`src/verilog/vslc_params.svh`:
```
// constants of the video sync and luminance control register bank
// assumes a 32-bit apb with 12-bit byte addresses; included by bare name
`ifndef VSLC_PARAMS_SVH
`define VSLC_PARAMS_SVH

// register indices as printed, byte address is four times the index
`define VSLC_IDX_SYNC        8'h08
`define VSLC_IDX_LUMA        8'h09
`define VSLC_IDX_STAT        8'h0f
`define VSLC_ADDR_SYNC       12'h020
`define VSLC_ADDR_LUMA       12'h024
`define VSLC_ADDR_STAT       12'h03c

// reset values
`define VSLC_RST_SYNC        8'h98
`define VSLC_RST_LUMA        8'h00

// sync control fields
`define VSLC_SYNC_AUTO_FIELD_DETECT_BIT   7
`define VSLC_SYNC_FIELD_STANDARD_SELECT_BIT   6
`define VSLC_SYNC_FORCED_PARITY_TOGGLE_BIT   5
`define VSLC_SYNC_HTC_MSB    4
`define VSLC_SYNC_HTC_LSB    3
`define VSLC_SYNC_HORIZ_PLL_OPEN_BIT   2
`define VSLC_SYNC_VNR_MSB    1
`define VSLC_SYNC_VNR_LSB    0

// luminance control fields
`define VSLC_LUMA_TRAP_COMB_BYPASS_BIT   7
`define VSLC_LUMA_COMB_BIT   6
`define VSLC_LUMA_EXTRA_LINE_DELAY_BIT   5
`define VSLC_LUMA_REMOD_BANDWIDTH_BIT   4
`define VSLC_LUMA_SHP_MSB    3
`define VSLC_LUMA_SHP_LSB    0

// status fields
`define VSLC_STAT_F60_BIT    0
`define VSLC_STAT_ODD_BIT    1
`define VSLC_STAT_HRSV_BIT   2
`define VSLC_STAT_VCFL_BIT   3
`define VSLC_STAT_PLLO_BIT   4

// frame geometry and extra delay
`define VSLC_LINES_50HZ      10'h271
`define VSLC_LINES_60HZ      10'h20d
`define VSLC_DELAY_NTSC      2'h1
`define VSLC_DELAY_PAL       2'h2
`define VSLC_DELAY_NONE      2'h0

`endif

```
`src/verilog/vslc_pkg.sv`:
```
// types of the video sync and luminance control register bank
// assumes vslc_params.svh for the numeric constants
package vslc_pkg;

   typedef enum logic [1:0] {
      VSLC_HTC_TV   = 2'b00,
      VSLC_HTC_VTR  = 2'b01,
      VSLC_HTC_RSVD = 2'b10,
      VSLC_HTC_FAST = 2'b11
   } vslc_htc_t;

   typedef enum logic [1:0] {
      VSLC_VNR_NORMAL = 2'b00,
      VSLC_VNR_FAST   = 2'b01,
      VSLC_VNR_FREE   = 2'b10,
      VSLC_VNR_BYPASS = 2'b11
   } vslc_vnr_t;

   typedef enum logic [1:0] {
      VSLC_YF_TRAP   = 2'b00,
      VSLC_YF_COMB   = 2'b01,
      VSLC_YF_BYPASS = 2'b10
   } vslc_yfilt_t;

   typedef enum logic [1:0] {
      VSLC_SHP_PLAIN   = 2'b00,
      VSLC_SHP_PEAK    = 2'b01,
      VSLC_SHP_LOWPASS = 2'b10
   } vslc_sharp_t;

endpackage : vslc_pkg

```
`src/verilog/vslc_field_ctl.sv`:
```
// field standard choice and odd/even parity generation
// assumes field_start, detected_60hz and source_interlaced come from pclk logic
`timescale 1ns/1ps
module vslc_field_ctl (
   // clock and reset
   input  wire logic pclk,
   input  wire logic presetn,
   // control fields
   input  wire logic auto_field_detect,
   input  wire logic field_standard_select,
   input  wire logic forced_parity_toggle,
   // datapath status
   input  wire logic detected_60hz,
   input  wire logic source_interlaced,
   input  wire logic field_start,
   // results
   output logic      field_60hz_ff,
   output logic      odd_even_ff
);

   logic nxt_field_60hz;
   logic toggle_ok;
   logic nxt_odd_even;

   // auto detection follows the datapath, else the select bit forces it
   assign nxt_field_60hz = auto_field_detect ? detected_60hz : // [RULE2]
                           field_standard_select;              // [RULE1]

   // a progressive source keeps a fixed parity unless toggling is forced
   assign toggle_ok    = source_interlaced | forced_parity_toggle; // [RULE3]
   assign nxt_odd_even = (field_start & toggle_ok) ? ~odd_even_ff : odd_even_ff;

   always_ff @(posedge pclk or negedge presetn) begin
      if (!presetn) begin
         field_60hz_ff <= 1'b0;
         odd_even_ff   <= 1'b0;
      end else begin
         field_60hz_ff <= nxt_field_60hz;
         odd_even_ff   <= nxt_odd_even;
      end
   end

endmodule : vslc_field_ctl

```
`src/verilog/vslc_regs.sv`:
```
// apb register bank for video sync and luminance processing control
// assumes an apb master on pclk and datapath status inputs on the same clock
//
// Functional notes
// [RULE1] with auto detect off, select bit picks 50 Hz/625 or 60 Hz/525
// [RULE2] with auto detect on, field standard follows the detected standard
// [RULE3] parity toggles only for interlaced source unless forced every field
// [RULE4] horizontal time constant codes: 00 tv, 01 vtr, 11 fast, 10 reserved
// [RULE5] pll bit 0 keeps horizontal pll closed, 1 opens it at fixed frequency
// [RULE6] vertical noise codes: 00 normal, 10 free running, 11 bypassed
// [RULE7] software uses vertical fast mode only with auto detect disabled
// [RULE8] bypass bit 0 keeps trap or comb active, 1 bypasses it
// [RULE9] without bypass, comb enable picks trap at 0, adaptive comb at 1
// [RULE10] outside comb mode, delay bit adds one ntsc or two pal lines
// [RULE11] bandwidth bit 0 narrow notch, 1 wider notch lower luma bandwidth
// [RULE12] sharpness 0000 plain, 0001 to 0111 peaking from 8.0 to 1.6 dB
// [RULE13] sharpness 1000 to 1111 low-pass filters of decreasing bandwidth
// [RULE14] software picks vtr time constant with direct deflection control
// [RULE15] both registers are 8-bit read/write, fields apply next cycle
//
// The implementer's own choice: the APB slave port.
`timescale 1ns/1ps
`include "vslc_params.svh"
module vslc_regs
   import vslc_pkg::*;
#(
   parameter int ADDR_W = 12
) (
   // clock and reset
   input  wire logic              pclk,
   input  wire logic              presetn,
   // apb slave
   input  wire logic              psel,
   input  wire logic              penable,
   input  wire logic              pwrite,
   input  wire logic [ADDR_W-1:0] paddr,
   input  wire logic [31:0]       pwdata,
   input  wire logic [3:0]        pstrb,
   output logic      [31:0]       prdata_ff,
   output logic                   pready_ff,
   output logic                   pslverr_ff,
   // datapath status
   input  wire logic              detected_60hz,
   input  wire logic              source_interlaced,
   input  wire logic              field_start,
   input  wire logic              color_is_pal,
   // sync controls
   output logic                   field_60hz_ff,
   output logic      [9:0]        lines_per_frame_ff,
   output logic                   odd_even_ff,
   output vslc_htc_t              horiz_time_constant_ff,
   output logic                   horiz_pll_open_ff,
   output vslc_vnr_t              vert_noise_mode_ff,
   // luminance controls
   output vslc_yfilt_t            luma_filter_mode_ff,
   output logic      [1:0]        extra_delay_lines_ff,
   output logic                   remod_bandwidth_ff,
   output vslc_sharp_t            sharp_class_ff,
   output logic      [2:0]        sharp_step_ff,
   output logic      [7:0]        sharp_peak_db10_ff
);

   localparam int NREG = 2;

   // ---------------------------------------------------------------
   // bus decode
   // ---------------------------------------------------------------
   logic              setup_ph;
   logic              access_ph;
   logic              hit_sync;
   logic              hit_luma;
   logic              hit_stat;
   logic              hit_any;
   logic              bad_req;
   logic              wr_commit;
   logic [NREG-1:0]   reg_sel;
   logic [7:0]        ctrl_ff [NREG];
   logic [7:0]        stat_word;
   logic [31:0]       rd_word;
   logic [31:0]       nxt_prdata;
   logic              nxt_pready;
   logic              nxt_pslverr;

   assign setup_ph  = psel & ~penable;
   assign access_ph = psel & penable & pready_ff;
   assign hit_sync  = (paddr == `VSLC_ADDR_SYNC);
   assign hit_luma  = (paddr == `VSLC_ADDR_LUMA);
   assign hit_stat  = (paddr == `VSLC_ADDR_STAT);
   assign hit_any   = hit_sync | hit_luma | hit_stat;
   // status is read-only, so a write there is answered as an error
   assign bad_req   = ~hit_any | (pwrite & hit_stat);
   // commit happens only at the access edge that sees pready high
   assign wr_commit = access_ph & pwrite & ~pslverr_ff & pstrb[0];
   assign reg_sel   = {hit_luma, hit_sync};

   // one wait-free access phase: pready rises the cycle after setup
   assign nxt_pready  = setup_ph;
   assign nxt_pslverr = setup_ph & bad_req;

   always_ff @(posedge pclk or negedge presetn) begin
      if (!presetn) begin
         pready_ff  <= 1'b0;
         pslverr_ff <= 1'b0;
      end else begin
         pready_ff  <= nxt_pready;
         pslverr_ff <= nxt_pslverr;
      end
   end

   // ---------------------------------------------------------------
   // control storage, one word per register
   // ---------------------------------------------------------------
   genvar gi;
   generate
      for (gi = 0; gi < NREG; gi++) begin : g_ctrl
         logic [7:0] rst_val;
         logic [7:0] nxt_ctrl;
         assign rst_val  = (gi == 0) ? `VSLC_RST_SYNC : `VSLC_RST_LUMA;
         assign nxt_ctrl = (wr_commit & reg_sel[gi]) ? pwdata[7:0] : // [RULE15]
                           ctrl_ff[gi];
         always_ff @(posedge pclk or negedge presetn) begin
            if (!presetn) begin
               ctrl_ff[gi] <= rst_val;
            end else begin
               ctrl_ff[gi] <= nxt_ctrl;
            end
         end
      end
   endgenerate

   // ---------------------------------------------------------------
   // field extraction
   // ---------------------------------------------------------------
   logic       auto_field_detect;
   logic       field_standard_select;
   logic       forced_parity_toggle;
   logic [1:0] horiz_time_constant;
   logic       horiz_pll_open;
   logic [1:0] vert_noise_mode;
   logic       trap_comb_bypass;
   logic       adaptive_comb_enable;
   logic       extra_line_delay;
   logic       remod_bandwidth;
   logic [3:0] sharpness_filter_sel;

   assign auto_field_detect     = ctrl_ff[0][`VSLC_SYNC_AUTO_FIELD_DETECT_BIT];
   assign field_standard_select = ctrl_ff[0][`VSLC_SYNC_FIELD_STANDARD_SELECT_BIT];
   assign forced_parity_toggle  = ctrl_ff[0][`VSLC_SYNC_FORCED_PARITY_TOGGLE_BIT];
   assign horiz_time_constant   = ctrl_ff[0][`VSLC_SYNC_HTC_MSB:`VSLC_SYNC_HTC_LSB];
   assign horiz_pll_open        = ctrl_ff[0][`VSLC_SYNC_HORIZ_PLL_OPEN_BIT];
   assign vert_noise_mode       = ctrl_ff[0][`VSLC_SYNC_VNR_MSB:`VSLC_SYNC_VNR_LSB];
   assign trap_comb_bypass      = ctrl_ff[1][`VSLC_LUMA_TRAP_COMB_BYPASS_BIT];
   assign adaptive_comb_enable  = ctrl_ff[1][`VSLC_LUMA_COMB_BIT];
   assign extra_line_delay      = ctrl_ff[1][`VSLC_LUMA_EXTRA_LINE_DELAY_BIT];
   assign remod_bandwidth       = ctrl_ff[1][`VSLC_LUMA_REMOD_BANDWIDTH_BIT];
   assign sharpness_filter_sel  = ctrl_ff[1][`VSLC_LUMA_SHP_MSB:`VSLC_LUMA_SHP_LSB];

   // ---------------------------------------------------------------
   // sync path
   // ---------------------------------------------------------------
   vslc_field_ctl u_field_ctl (
      .pclk                  (pclk),
      .presetn               (presetn),
      .auto_field_detect     (auto_field_detect),
      .field_standard_select (field_standard_select),
      .forced_parity_toggle  (forced_parity_toggle),
      .detected_60hz         (detected_60hz),
      .source_interlaced     (source_interlaced),
      .field_start           (field_start),
      .field_60hz_ff         (field_60hz_ff),
      .odd_even_ff           (odd_even_ff)
   );

   logic [9:0] nxt_lines;
   vslc_htc_t  nxt_htc;
   vslc_vnr_t  nxt_vnr;
   logic       htc_reserved;
   logic       vnr_fast_conflict;

   assign nxt_lines = field_60hz_ff ? `VSLC_LINES_60HZ : `VSLC_LINES_50HZ; // [RULE1]
   // the reserved code is passed on as is, the datapath must not act on it
   assign nxt_htc      = vslc_htc_t'(horiz_time_constant); // [RULE4]
   assign htc_reserved = (nxt_htc == VSLC_HTC_RSVD); // [RULE4]
   assign nxt_vnr      = vslc_vnr_t'(vert_noise_mode); // [RULE6]
   // fast mode with auto detect on is a software misuse, only flagged
   assign vnr_fast_conflict = (nxt_vnr == VSLC_VNR_FAST) & auto_field_detect; // [RULE7]

   always_ff @(posedge pclk or negedge presetn) begin
      if (!presetn) begin
         lines_per_frame_ff     <= `VSLC_LINES_50HZ;
         horiz_time_constant_ff <= VSLC_HTC_FAST;
         horiz_pll_open_ff      <= 1'b0;
         vert_noise_mode_ff     <= VSLC_VNR_NORMAL;
      end else begin
         lines_per_frame_ff     <= nxt_lines;
         horiz_time_constant_ff <= nxt_htc;
         horiz_pll_open_ff      <= horiz_pll_open; // [RULE5]
         vert_noise_mode_ff     <= nxt_vnr;
      end
   end

   // ---------------------------------------------------------------
   // luminance path
   // ---------------------------------------------------------------
   vslc_yfilt_t nxt_yfilt;
   logic        comb_active;
   logic [1:0]  nxt_delay;
   vslc_sharp_t nxt_class;
   logic [2:0]  nxt_step;
   logic [7:0]  nxt_peak;

   assign comb_active = ~trap_comb_bypass & adaptive_comb_enable; // [RULE9]
   assign nxt_yfilt = trap_comb_bypass ? VSLC_YF_BYPASS : // [RULE8]
                      (adaptive_comb_enable ? VSLC_YF_COMB : VSLC_YF_TRAP); // [RULE9]
   // the comb already carries its own line memory, so no extra delay there
   assign nxt_delay = (extra_line_delay & ~comb_active) ? // [RULE10]
                      (color_is_pal ? `VSLC_DELAY_PAL : `VSLC_DELAY_NTSC) :
                      `VSLC_DELAY_NONE;

   // top bit splits peaking from low-pass, zero alone is the plain response
   assign nxt_class = sharpness_filter_sel[3] ? VSLC_SHP_LOWPASS : // [RULE13]
                      ((sharpness_filter_sel == 4'h0) ? VSLC_SHP_PLAIN : // [RULE12]
                       VSLC_SHP_PEAK);
   // peaking steps count from 0 at the strongest, low-pass from the widest
   assign nxt_step = sharpness_filter_sel[3] ? sharpness_filter_sel[2:0] : // [RULE13]
                     ((sharpness_filter_sel == 4'h0) ? 3'h0 :
                      (sharpness_filter_sel[2:0] - 3'h1)); // [RULE12]

   // peaking gain at 4.1 MHz in tenths of a dB, zero outside peaking
   always_comb begin
      case (sharpness_filter_sel) // [RULE12]
         4'h1:    nxt_peak = 8'h50;
         4'h2:    nxt_peak = 8'h44;
         4'h3:    nxt_peak = 8'h33;
         4'h4:    nxt_peak = 8'h29;
         4'h5:    nxt_peak = 8'h1e;
         4'h6:    nxt_peak = 8'h17;
         4'h7:    nxt_peak = 8'h10;
         default: nxt_peak = 8'h00;
      endcase
   end

   always_ff @(posedge pclk or negedge presetn) begin
      if (!presetn) begin
         luma_filter_mode_ff  <= VSLC_YF_TRAP;
         extra_delay_lines_ff <= `VSLC_DELAY_NONE;
         remod_bandwidth_ff   <= 1'b0;
         sharp_class_ff       <= VSLC_SHP_PLAIN;
         sharp_step_ff        <= 3'h0;
         sharp_peak_db10_ff   <= 8'h00;
      end else begin
         luma_filter_mode_ff  <= nxt_yfilt;
         extra_delay_lines_ff <= nxt_delay;
         remod_bandwidth_ff   <= remod_bandwidth; // [RULE11]
         sharp_class_ff       <= nxt_class;
         sharp_step_ff        <= nxt_step;
         sharp_peak_db10_ff   <= nxt_peak;
      end
   end

   // ---------------------------------------------------------------
   // read path
   // ---------------------------------------------------------------
   always_comb begin
      stat_word                      = 8'h00;
      stat_word[`VSLC_STAT_F60_BIT]  = field_60hz_ff;
      stat_word[`VSLC_STAT_ODD_BIT]  = odd_even_ff;
      stat_word[`VSLC_STAT_HRSV_BIT] = htc_reserved;
      stat_word[`VSLC_STAT_VCFL_BIT] = vnr_fast_conflict;
      stat_word[`VSLC_STAT_PLLO_BIT] = horiz_pll_open_ff;
   end

   // read data is latched in setup so it stands through the access phase
   assign rd_word = hit_sync ? {24'h000000, ctrl_ff[0]} : // [RULE15]
                    hit_luma ? {24'h000000, ctrl_ff[1]} :
                    hit_stat ? {24'h000000, stat_word} : 32'h00000000;
   assign nxt_prdata = (setup_ph & ~pwrite) ? rd_word :
                       (access_ph ? 32'h00000000 : prdata_ff);

   always_ff @(posedge pclk or negedge presetn) begin
      if (!presetn) begin
         prdata_ff <= 32'h00000000;
      end else begin
         prdata_ff <= nxt_prdata;
      end
   end

endmodule : vslc_regs

```
`config.mk`:
```
export PLATFORM = sky130hd
export DESIGN_NAME = vslc_regs
export DESIGN_NICKNAME = d
export VERILOG_FILES = /design/src/verilog/vslc_pkg.sv /design/src/verilog/vslc_field_ctl.sv /design/src/verilog/vslc_regs.sv
export VERILOG_INCLUDE_DIRS = /design/src /design/src/verilog
export SDC_FILE = /design/constraint.sdc
export NUM_CORES = 1
export LEC_CHECK = 0
export ABC_CLOCK_PERIOD_IN_PS = 3700
export BUFFER_PORTS_ARGS = -buffer_cell sky130_fd_sc_hd__buf_4
export CAP_MARGIN = 20
export CORE_MARGIN = 1.5
export CORE_UTILIZATION = 40
export CTS_CLUSTER_DIAMETER = 30
export CTS_CLUSTER_SIZE = 28
export DETAILED_ROUTE_END_ITERATION = 12
export GPL_ROUTABILITY_DRIVEN = 0
export GPL_TIMING_DRIVEN = 0
export PLACE_DENSITY_LB_ADDON = 0.1
export SYNTH_ARGS = -nofsm -noshare
export SYNTH_HDL_FRONTEND = slang
export SYNTH_HIERARCHICAL = 1
export SYNTH_SLANG_ARGS = --single-unit
```
`constraint.sdc`:
```
create_clock -name pclk -period 3.7 [get_ports pclk]
set_input_delay 0.185 -clock pclk [delete_from_list [all_inputs] [get_ports pclk]]
set_output_delay 0.185 -clock pclk [all_outputs]
set_load 0.1 [all_outputs]
```
# --- Yosys cells after proc, flatten, opt, wreduce, memory -nomap -nowiden ---
# Cells that the tools add are included.
word_totals:
  reg_bits: 85
  input_bits: 57
  output_inout_bits: 69
op_classes:
  add_sub_neg: 1
  n_eq_ne: 12
  muxes: 16
  bitwise: 26
  n_reduce_logical: 2
op_table:
  columns: ["operator", "n"]
  rows:
  - ["$mux 32", 2]
  - ["$pmux 7 s7", 1]
  - ["$eq 12x6->1 const B", 3]
  - ["$eq 4x3->1 const B", 4]
  - ["$mux 8", 2]
  - ["$and 1x1->1", 15]
  - ["$eq 4x2->1 const B", 2]
  - ["$mux 2", 4]
  - ["$mux 7", 1]
  - ["$not 1->1", 7]
  - ["$mux 3", 2]
  - ["$mux 5", 1]
  - ["$eq 4x1->1 const B", 1]
  - ["$logic_not 4->1", 1]
  - ["$or 1x1->1", 4]
  - ["$mux 1", 3]
  - ["$sub 3x1->3 const B", 1]
  - ["$eq 2x1->1 const B", 1]
  - ["$eq 2x2->1 const B", 1]
  - ["$reduce_bool 2->1", 1]

# --- Depth between registers and ports, before layout ---
# Gate-level depths: netlist of run 1.
logic_depth:
  depth_word: 6
  depth_mapped: 5
  mapped_depth_nobuf: 4

# --- Modules after synthesis ---
# The synthesis of run 1 kept the hierarchy.
modules_own_cells:
  columns: ["module", "instances", "cells_per_inst", "area_per_inst_um2", "seq_area_each_um2"]
  rows:
  - ["vslc_regs", 1, 189, 2229.6, 1258.7]
  - ["vslc_field_ctl", 1, 5, 82.6, 50.0]

# --- Worst setup path after synthesis of run 1 ---
# OpenSTA, ideal clock, no wires.
synth_path:
  path_type: "register to register"
  startpoint: "register pready_ff"
  endpoint: "register ctrl_ff (netlist bit adaptive_comb_enable)"
  arrival_ns: 2.034
  setup_slack_ns: 1.542
  stages_incl_launch_ff: 6
  period_less_slack_ns: 2.158
  cell_sequence: "dfrtp_1 > nand4_1 > nor3b_1 > and3_2 > buf_6 > mux2_2"
synth_between:
  elab_chain_cells: 5
synth_rtl:
  columns: ["element", "line_no", "source"]
  rows:
  - ["start, declared", "vslc_regs.sv:40", "output logic pready_ff,"]
  - ["start signal, assigned", "vslc_regs.sv:105", "pready_ff <= nxt_pready;"]
  - ["$and 1x1->1", "vslc_regs.sv:85", "assign access_ph = psel & penable & pready_ff;"]
  - ["$and 1x1->1 (3 in a row)", "vslc_regs.sv:93", "assign wr_commit = access_ph & pwrite & ~pslverr_ff & pstrb[0];"]
  - ["$and 1x1->1", "vslc_regs.sv:119", "assign nxt_ctrl = (wr_commit & reg_sel[gi]) ? pwdata[7:0] :"]
  - ["end signal, assigned by index", "vslc_regs.sv:123", "ctrl_ff[gi] <= rst_val;"]
  - ["end signal, assigned by index", "vslc_regs.sv:125", "ctrl_ff[gi] <= nxt_ctrl;"]
  - ["end, declared", "vslc_regs.sv:77", "logic [7:0] ctrl_ff [NREG];"]
# No other way between the ends.
# A chain may end at the register's enable or synchronous reset.

# --- Worst setup path after layout of run 1 ---
layout_path:
  startpoint: "register pready_ff"
  endpoint: "register ctrl_ff[3] (netlist bit)"
# The elaborated chain is that of the path after synthesis.

==> results of run 1 <==
[metrics by stage]
step / setup slack [ns] / instances / area [um2] / hold WS (ns)
2_1_floorplan: 1.54 / 222 / 2420 / -0.111
3_3_place_gp: 1.78 / 361 / 3010 / 0.252
3_5_place_dp: 1.77 / 361 / 3010 / 0.257
4_1_cts: 2.07 / 370 / 3110 / 0.0253
5_1_grt: 1.92 / 370 / 3110 / 0.0108
6_report: 2.10 / 370 / 3110 / 0.0357
[cells by family (layout without fill, tap and decap cells)]
family                    after synthesis  count (layout)  share of synthesized area [%]
DFF                                    52              52                           56.6
buffers and inverters                  46             122                           13.2
muxes                                  22              22                           10.7
AOI/OAI and AO/OA                      27              27                           7.68
and+or+nand+nor                        43              43                           10.8
xor gates and xnor gates                2               2                          0.758
other                                   2              30                          0.325
[repair_timing]
item | 4_1_cts | 5_1_grt
endpoints found under the setup margin | 0 | 0
hold endpoints to repair | 46 | 0
hold buffers | 1 | 0
[worst register-to-register path, stage by stage (launching register included)]
cell,delay (ns)
dfrtp_1,0.37
nand4_1,0.10
nor3b_1,0.30
and3_2,0.24
buf_6,0.14
mux2_2,0.34
[flip-flops by register name, summed over array words and instances (netlist names)]
signal	count
adaptive_comb_enable	1
auto_field_detect	1
ctrl_ff	14
extra_delay_lines_ff	2
horiz_pll_open_ff	1
horiz_time_constant_ff	2
lines_per_frame_ff	2
luma_filter_mode_ff	2
prdata_ff	8
pready_ff	1
pslverr_ff	1
remod_bandwidth_ff	1
sharp_class_ff	2
sharp_peak_db10_ff	7
sharp_step_ff	3
u_field_ctl/field_60hz_ff	1
u_field_ctl/odd_even_ff	1
vert_noise_mode_ff	2
[power groups by stage]
stage	logic [mW]	registers, mW	clock network, mW
final	0.275	0.583	0.328
after global routing	0.286	0.585	0.367
after CTS	0.276	0.583	0.338
after detailed placement	0.275	0.594	0
after global placement	0.274	0.595	0
after floorplan	0.171	0.641	0
[final timing paths]
path / start / endpoint / cells after the start
hold reg to reg: ctrl_ff[11] / horiz_time_constant_ff[0] / 0
setup reg to reg: pready_ff / ctrl_ff[3] / 5
min in group asynchronous: presetn / extra_delay_lines_ff[0] / 2
hold / removal: color_is_pal / extra_delay_lines_ff[0] / 2
max in group asynchronous: presetn / remod_bandwidth_ff / 2
setup / recovery: pready_ff / ctrl_ff[3] / 5
[metal layers]
metal	vias up	part of all wire, %	global-route usage, %
li1	805	-	-
met1	761	45	20.9
met2	67	47	24.4
met3	4	6.4	4.14
met4	0	1.6	5.61
met5	-	0	0
[cell type report]
class	instances	area [um2]
repair buffers	68	513
plain buffers	39	279
flip-flops and latches	52	1310
fillers	495	2430
clock inverters	1	7.51
inverters	7	26.3
well taps	72	90.1
multi-input cells	124	803
clock buffers	7	86.3
[layout by cell type, fill, tap and decap left out, types with 2 or more instances in the layout]
cell type and count:
buf_4 100, dfrtp_1 46, conb_1 30, mux2_2 17, nand2_1 10, o21ai_0 10, nor2_1 9, a22oi_1 9
inv_1 7, dfstp_2 6, clkbuf_8 6, clkbuf_1 5, nor3_1 5, mux2i_1 4, nand2b_1 3, nor2b_1 2
xnor2_1 2, nand3_1 2, a21oi_1 2, nor4b_1 2, and3_2 2
==> metrics.md, run 1 <==
| Metric | Value |
|---|---|
| # Post-CTS Setup Buffers | `0` |
| Reg-to-reg slack, setup | `2.10 ns` |
| Clock root buffer | `clkbuf_8` |
| Die X | `79.0 um` |
| Post-synth ARST share | `100%` |
| I/O Buffers | `between 60 and 70` |
| Initial Util | `41.7%` |
| Final antenna diode count | `0` |
| P per Cell Area | `381 nW/um2` |
| EDFF count, synth | `0` |
| Clock skew | `0.00497 ns` |
| CTS resizes | `0` |
| Drt drc | `0` |
| Sw power | `401 uW` |
| PnR Total Power | `~1.2 mW` |
| Register share of total power | `49.2%` |
| Final WL | `about 4600 um` |
| Setup CP Type | `reg -> reg` |
| H-tree depth | `2` |
| Routed Antenna Nets | `0` |
| First-pass GRT wire length | `7390 um` |
| WL/cell | `roughly 12 um` |
| Most numerous cell in the Yosys netlist | `dfrtp_1` |
| Final Hold Viols | `0` |
| Worst path cell trace | `nand4_1 > nor3b_1 > and3_2 > buf_6 > mux2_2` |
| Syn Area/Cell | `11.9 um2` |
| Clk pwr share | `~28%` |
| #FFs+latches synth | `52` |
| Area growth, synth to finish | `34.7%` |
| Max-slew headroom | `53.1%` |
| Unrepaired setup endpoints after global routing | `no` |
| WP buf/inv | `1` |
| Seq/Total Area, Yosys | `56.6%` |
| Worst path arrival time | `1.79 ns` |
| Int Pwr | `~800 uW` |
| Leakage | `1.66 nW` |
| Maxcap violations | `0` |
| Vias in the first global route | `1530` |
| Setup TNS | `0 ns` |
| HP Class | `in -> reg` |
| Family with the most delay on the worst path | `simple AND/OR/NAND/NOR gates` |
| Num CTS Buffers | `5` |
| Crit. End Element | `register` |
| Vias/cell | `4.42` |
| Vias post-DR | `1637` |
| Worst Path Required | `3.88 ns` |
| Largest net degree at the start of global routing | `53` |
| Final setup fails | `0` |
| Initial drt markers | `51` |
| Crit path max fanout | `8` |
| Ports | `about 130` |
| Primary FF master, synth | `dfrtp_1` |
| HPWL after DPL | `3390 um` |
| Core Region | `5540 um2` |
| Area fraction of the dominant cell type after synthesis | `around 50%` |
| Chip Height | `79.0 um` |
| Top achievable clock speed | `624 MHz` |
| VDD IR max | `around 0.00044 V` |
| Slew Limit Fails | `0` |
| Synth top cells by count | `46 x dfrtp_1, 33 x buf_4, 17 x mux2_2, 10 x nand2_1, 10 x o21ai_0` |
| Final nets | `354` |
| Number of synthesis warnings | `6` |
| Synth cell types | `37` |
| Top cells by area, synth | `dfrtp_1 50%, buf_4 11%, mux2_2 8.3%, dfstp_2 6.8%, a22oi_1 2.9%` |
| Total GRT Usage | `15.6%` |
| Die area | `6250 um2` |
| Period utilisation layout | `between 40 and 50%` |
| Syn Std Cell Area | `between 2000 and 2500 um2` |
| Clock transition at path regs | `~0.090 ns` |
| Maximum root-to-sink buffer count | `2` |
| Combinational fraction of design power | `between 20% and 30%` |
| TritonRoute pass-1 iters | `4` |
| Startpoint Class | `register` |
| Measured slew at the worst slew-check pin | `0.700 ns` |
| Site row count | `27` |
| Clk_lat worst skew | `0.29 ns` |
| CP peak stage delay | `around 0.37 ns` |
| Gr ovfl total | `0` |
| CTS tree | `yes` |
| Status | `completed` |
| Core Util, Final | `56.2%` |
| Initial antenna violation count | `0` |
| Most area-hungry cell type in the Yosys netlist | `dfrtp_1` |
| TritonCTS sink count | `52` |
| Tmin final | `1.60 ns` |
| Critical path's slowest cell | `dfrtp_1` |
| Layout cells sized above 1 | `47.0%` |
| Switching share of power | `33.8%` |
| Post-Syn Instances | `194` |
No activity file was read; power rests on OpenSTA's default activity.
==> run 2: changes to the inputs <==
ABC_AREA = 1   (was not set)
ABC_CLOCK_PERIOD_IN_PS = 1600   (was 3700)
clock period = 1.6 ns   (was 3.7 ns; I/O delays follow)
==> run 2 against run 1 <==
Effect of this change:
- global-route usage increased by 0.42 points
- critical path type unchanged
- setup slack got worse by 1.9 ns
- design area increased by 12%
- cell count up 30%
- first-iteration DRC count up 80%
==> metrics.md, run 2 <==
| Metric | Value |
|---|---|
| Status | `completed` |
| Worst path cell trace | `nand3b_1 > nor2_2 > clkinv_1 > nor2_4 > nand2_1 > nand2_1` |
| Synth cell types | `30 (-19%)` |
| Fillcell total | `606 (+22%)` |
| H-tree depth | `2 (unchanged)` |
| Leakage | `1.96 nW (+18%)` |
| #FFs+latches synth | `52 (unchanged)` |
| Final nets | `459 (+30%)` |
| WHS Endpoint | `u_field_ctl/odd_even_ff` |
| Hold Slack | `0.0124 ns (-0.0233 ns)` |
| Clock transition at path regs | `0.09 ns (about the same)` |
| Syn Std Cell Area | `2570 um2 (+11%)` |
| TritonRoute pass-1 iters | `4 (unchanged)` |
| CTS resizes | `0 (unchanged)` |
| Chip Height | `83.1 um (+5.2%)` |
| Final WL | `5260 um (+14%)` |
| Initial Util | `40.9% (-0.81 points)` |
| Core Region | `6280 um2 (+13%)` |
| Largest regs | `ctrl_ff x14, prdata_ff x8, sharp_peak_db10_ff x7` |
| Reg with most FFs | `ctrl_ff` |
| Most area-hungry cell type in the Yosys netlist | `dfrtp_1` |
| Initial antenna violation count | `0 (unchanged)` |
| Die area | `6910 um2 (+11%)` |
| Clock root buffer | `clkbuf_8` |
| Ports | `126 (unchanged)` |
| Maxcap violations | `0 (unchanged)` |
| Gr ovfl total | `0 (unchanged)` |
| Startpoint Class | `register` |
| First-pass GRT wire length | `8970 um (+21%)` |
| Tmin final | `1.42 ns (-0.179 ns)` |
| Most numerous cell in the Yosys netlist | `nand2_1` |
| Crit. End Element | `register` |
| VDD IR max | `0.000384 V (-12%)` |
| Vias post-DR | `2060 (+26%)` |
| Die X | `83.1 um (+5.2%)` |
| Total GRT Usage | `16.0% (+0.42 points)` |
| Maximum root-to-sink buffer count | `2 (unchanged)` |
| Top cells by area, synth | `dfrtp_1 45%, nand2_1 11%, buf_4 9.6%, dfstp_2 6.1%, inv_1 4.7%` |
| CP peak stage delay | `0.40 ns (+0.03 ns)` |
| Clk_lat worst skew | `0.32 ns (+0.03 ns)` |
| Worst path arrival time | `1.68 ns (-0.11 ns)` |
| R2r startpoint | `pslverr_ff` |
| Layout cells sized above 1 | `36.7% (-10 points)` |
| # Post-CTS Setup Buffers | `0 (unchanged)` |
| Worst Path Required | `1.85 ns (-2.03 ns)` |
| Initial drt markers | `92 (+80%)` |
| Setup CP Type | `reg -> reg` |
| Synth top cells by count | `77 x nand2_1, 46 x dfrtp_1, 33 x buf_4, 32 x inv_1, 19 x nand3_1` |
| Syn Area/Cell | `8.92 um2 (-25%)` |
| Number of synthesis warnings | `6 (unchanged)` |
| Clock skew | `0.0120 ns (+0.00707 ns)` |
| P per Cell Area | `774 nW/um2 (+100%)` |
| Measured slew at the worst slew-check pin | `0.639 ns (-0.0609 ns)` |
| Most frequent cells in the layout | `101 x buf_4, 77 x nand2_1, 44 x dfrtp_1` |
| Reg-to-reg slack, setup | `0.18 ns (-1.92 ns)` |
| Vias in the first global route | `1925 (+26%)` |
| CTS tree | `yes` |
| WL/cell | `11.0 um (-12%)` |
| Vias/cell | `4.29 (-3.0%)` |
| EDFF count, synth | `0 (unchanged)` |
| Site row count | `29 (+7.4%)` |
| Post-Syn Instances | `288 (+48%)` |
| Routed Antenna Nets | `0 (unchanged)` |
| Max-slew headroom | `57.4% (+4.3 points)` |
| Largest net degree at the start of global routing | `53 (unchanged)` |
| Seq/Total Area, Yosys | `50.9% (-5.7 points)` |
| TritonCTS sink count | `52 (unchanged)` |
| Hold wc startpoint | `field_start` |
| Drt drc | `0 (unchanged)` |
| Critical path's slowest cell | `dfrtp_2` |
| Slew Limit Fails | `0 (unchanged)` |
| Most common cell after layout, fill and taps aside | `buf_4` |
| I/O Buffers | `68 (+1.5%)` |
| Hold_buf cts | `11 (+10)` |
| Max FFs per register | `14 (unchanged)` |
| Crit path max fanout | `8 (unchanged)` |
| Primary FF master, synth | `dfrtp_1` |
| HPWL after DPL | `3960 um (+17%)` |
| Post-synth ARST share | `100% (unchanged)` |
| Area fraction of the dominant cell type after synthesis | `44.8% (-5.0 points)` |
| Top achievable clock speed | `702 MHz (+13%)` |
| Worst reg2reg path depth | `6 (+1)` |
| Final Hold Viols | `0 (unchanged)` |
| Period utilisation layout | `89.0% (+46 points)` |
| Final antenna diode count | `0 (unchanged)` |
| Worst Hold Path Cells | `3 (+1)` |
| Num CTS Buffers | `5 (unchanged)` |
| Unrepaired setup endpoints after global routing | `no` |
| FF-to-FF End | `ctrl_ff[8]` |
| Setup TNS | `0 ns (unchanged)` |
| CP most frequent cell | `nand2_1` |
| Area growth, synth to finish | `35.7%` |
| HP Class | `in -> reg` |
| Final setup fails | `0 (unchanged)` |
run 2: cell count changes in the layout (fill, tap and decap cells not counted), moves of 9 or more:
cell           before  now
nand2_1            10   77
dlygate4sd3_1       1   11
inv_1               7   32
nor2_1              9   18
mux2_2             17    0
a22oi_1             9    0
nand3_1             2   19
run 2: power by group:
group	leakage (nW)	internal, mW	total (mW)	switching [mW]
Combinational	1.26	0.142	0.612	0.469
Clock	0.0485	0.314	0.757	0.444
Sequential	0.657	1.32	1.33	0.00604
Total	1.96	1.78	2.70	0.919
run 2: worst max path at each step:
stage               slack (ns)         end  startpoint
global placement          0.20  ctrl_ff[8]  pslverr_ff
detailed placement        0.18  ctrl_ff[8]  pslverr_ff
finish                    0.18  ctrl_ff[8]  pslverr_ff
floorplan                 0.03  ctrl_ff[1]   pready_ff
CTS                       0.15  ctrl_ff[8]  pslverr_ff
global route              0.02  ctrl_ff[8]  pslverr_ff
run 2: layout make-up:
cell class	count	area [um2]	share of cell area (%)
clock buffers	5	68.8	1.97
well taps	77	96.3	2.76
inverters	37	139	3.99
plain buffers	35	270	7.76
repair buffers	79	621	17.8
multi-input cells	192	956	27.4
clock inverters	3	22.5	0.646
flip-flops and latches	52	1310	37.6
run 2: per-layer routing:
layer / global-route usage, % / vias to the layer above / share of wire (%)
met4: 4.09 / 0 / 0.93
met2: 25.6 / 55 / 48
met3: 4.37 / 5 / 5.7
li1: - / 1055 / -
met1: 21.7 / 945 / 45
met5: 0 / - / 0
run 2: worst max-delay path, delay by kind of cell, from the launching register on:
kind                   cells  cell delay (ns)
AND/OR/NAND/NOR            5             0.80
flip-flops                 1             0.40
buffers and inverters      1             0.16
run 2: through the flow:
step | power, mW | setup slack [ns] | instance area (um2) | std cells | utilization [%]
2_1_floorplan | 1.83 | 0.0328 | 2680 | 316 | -
3_3_place_gp | 1.94 | 0.197 | 3280 | 461 | 52.3
3_5_place_dp | 1.95 | 0.184 | 3280 | 461 | 52.3
4_1_cts | 2.73 | 0.155 | 3480 | 480 | 55.5
5_1_grt | 2.82 | 0.0238 | 3480 | 480 | 55.5
6_report | 2.70 | 0.175 | 3480 | 480 | 55.5
run 2: logic make-up after synthesis:
kind of cell | Yosys count | synth area share, %
simple gates | 137 | 26.3
flops | 52 | 50.9
compound gates | 25 | 6.53
other cells | 2 | 0.292
buf+inv | 72 | 15.9
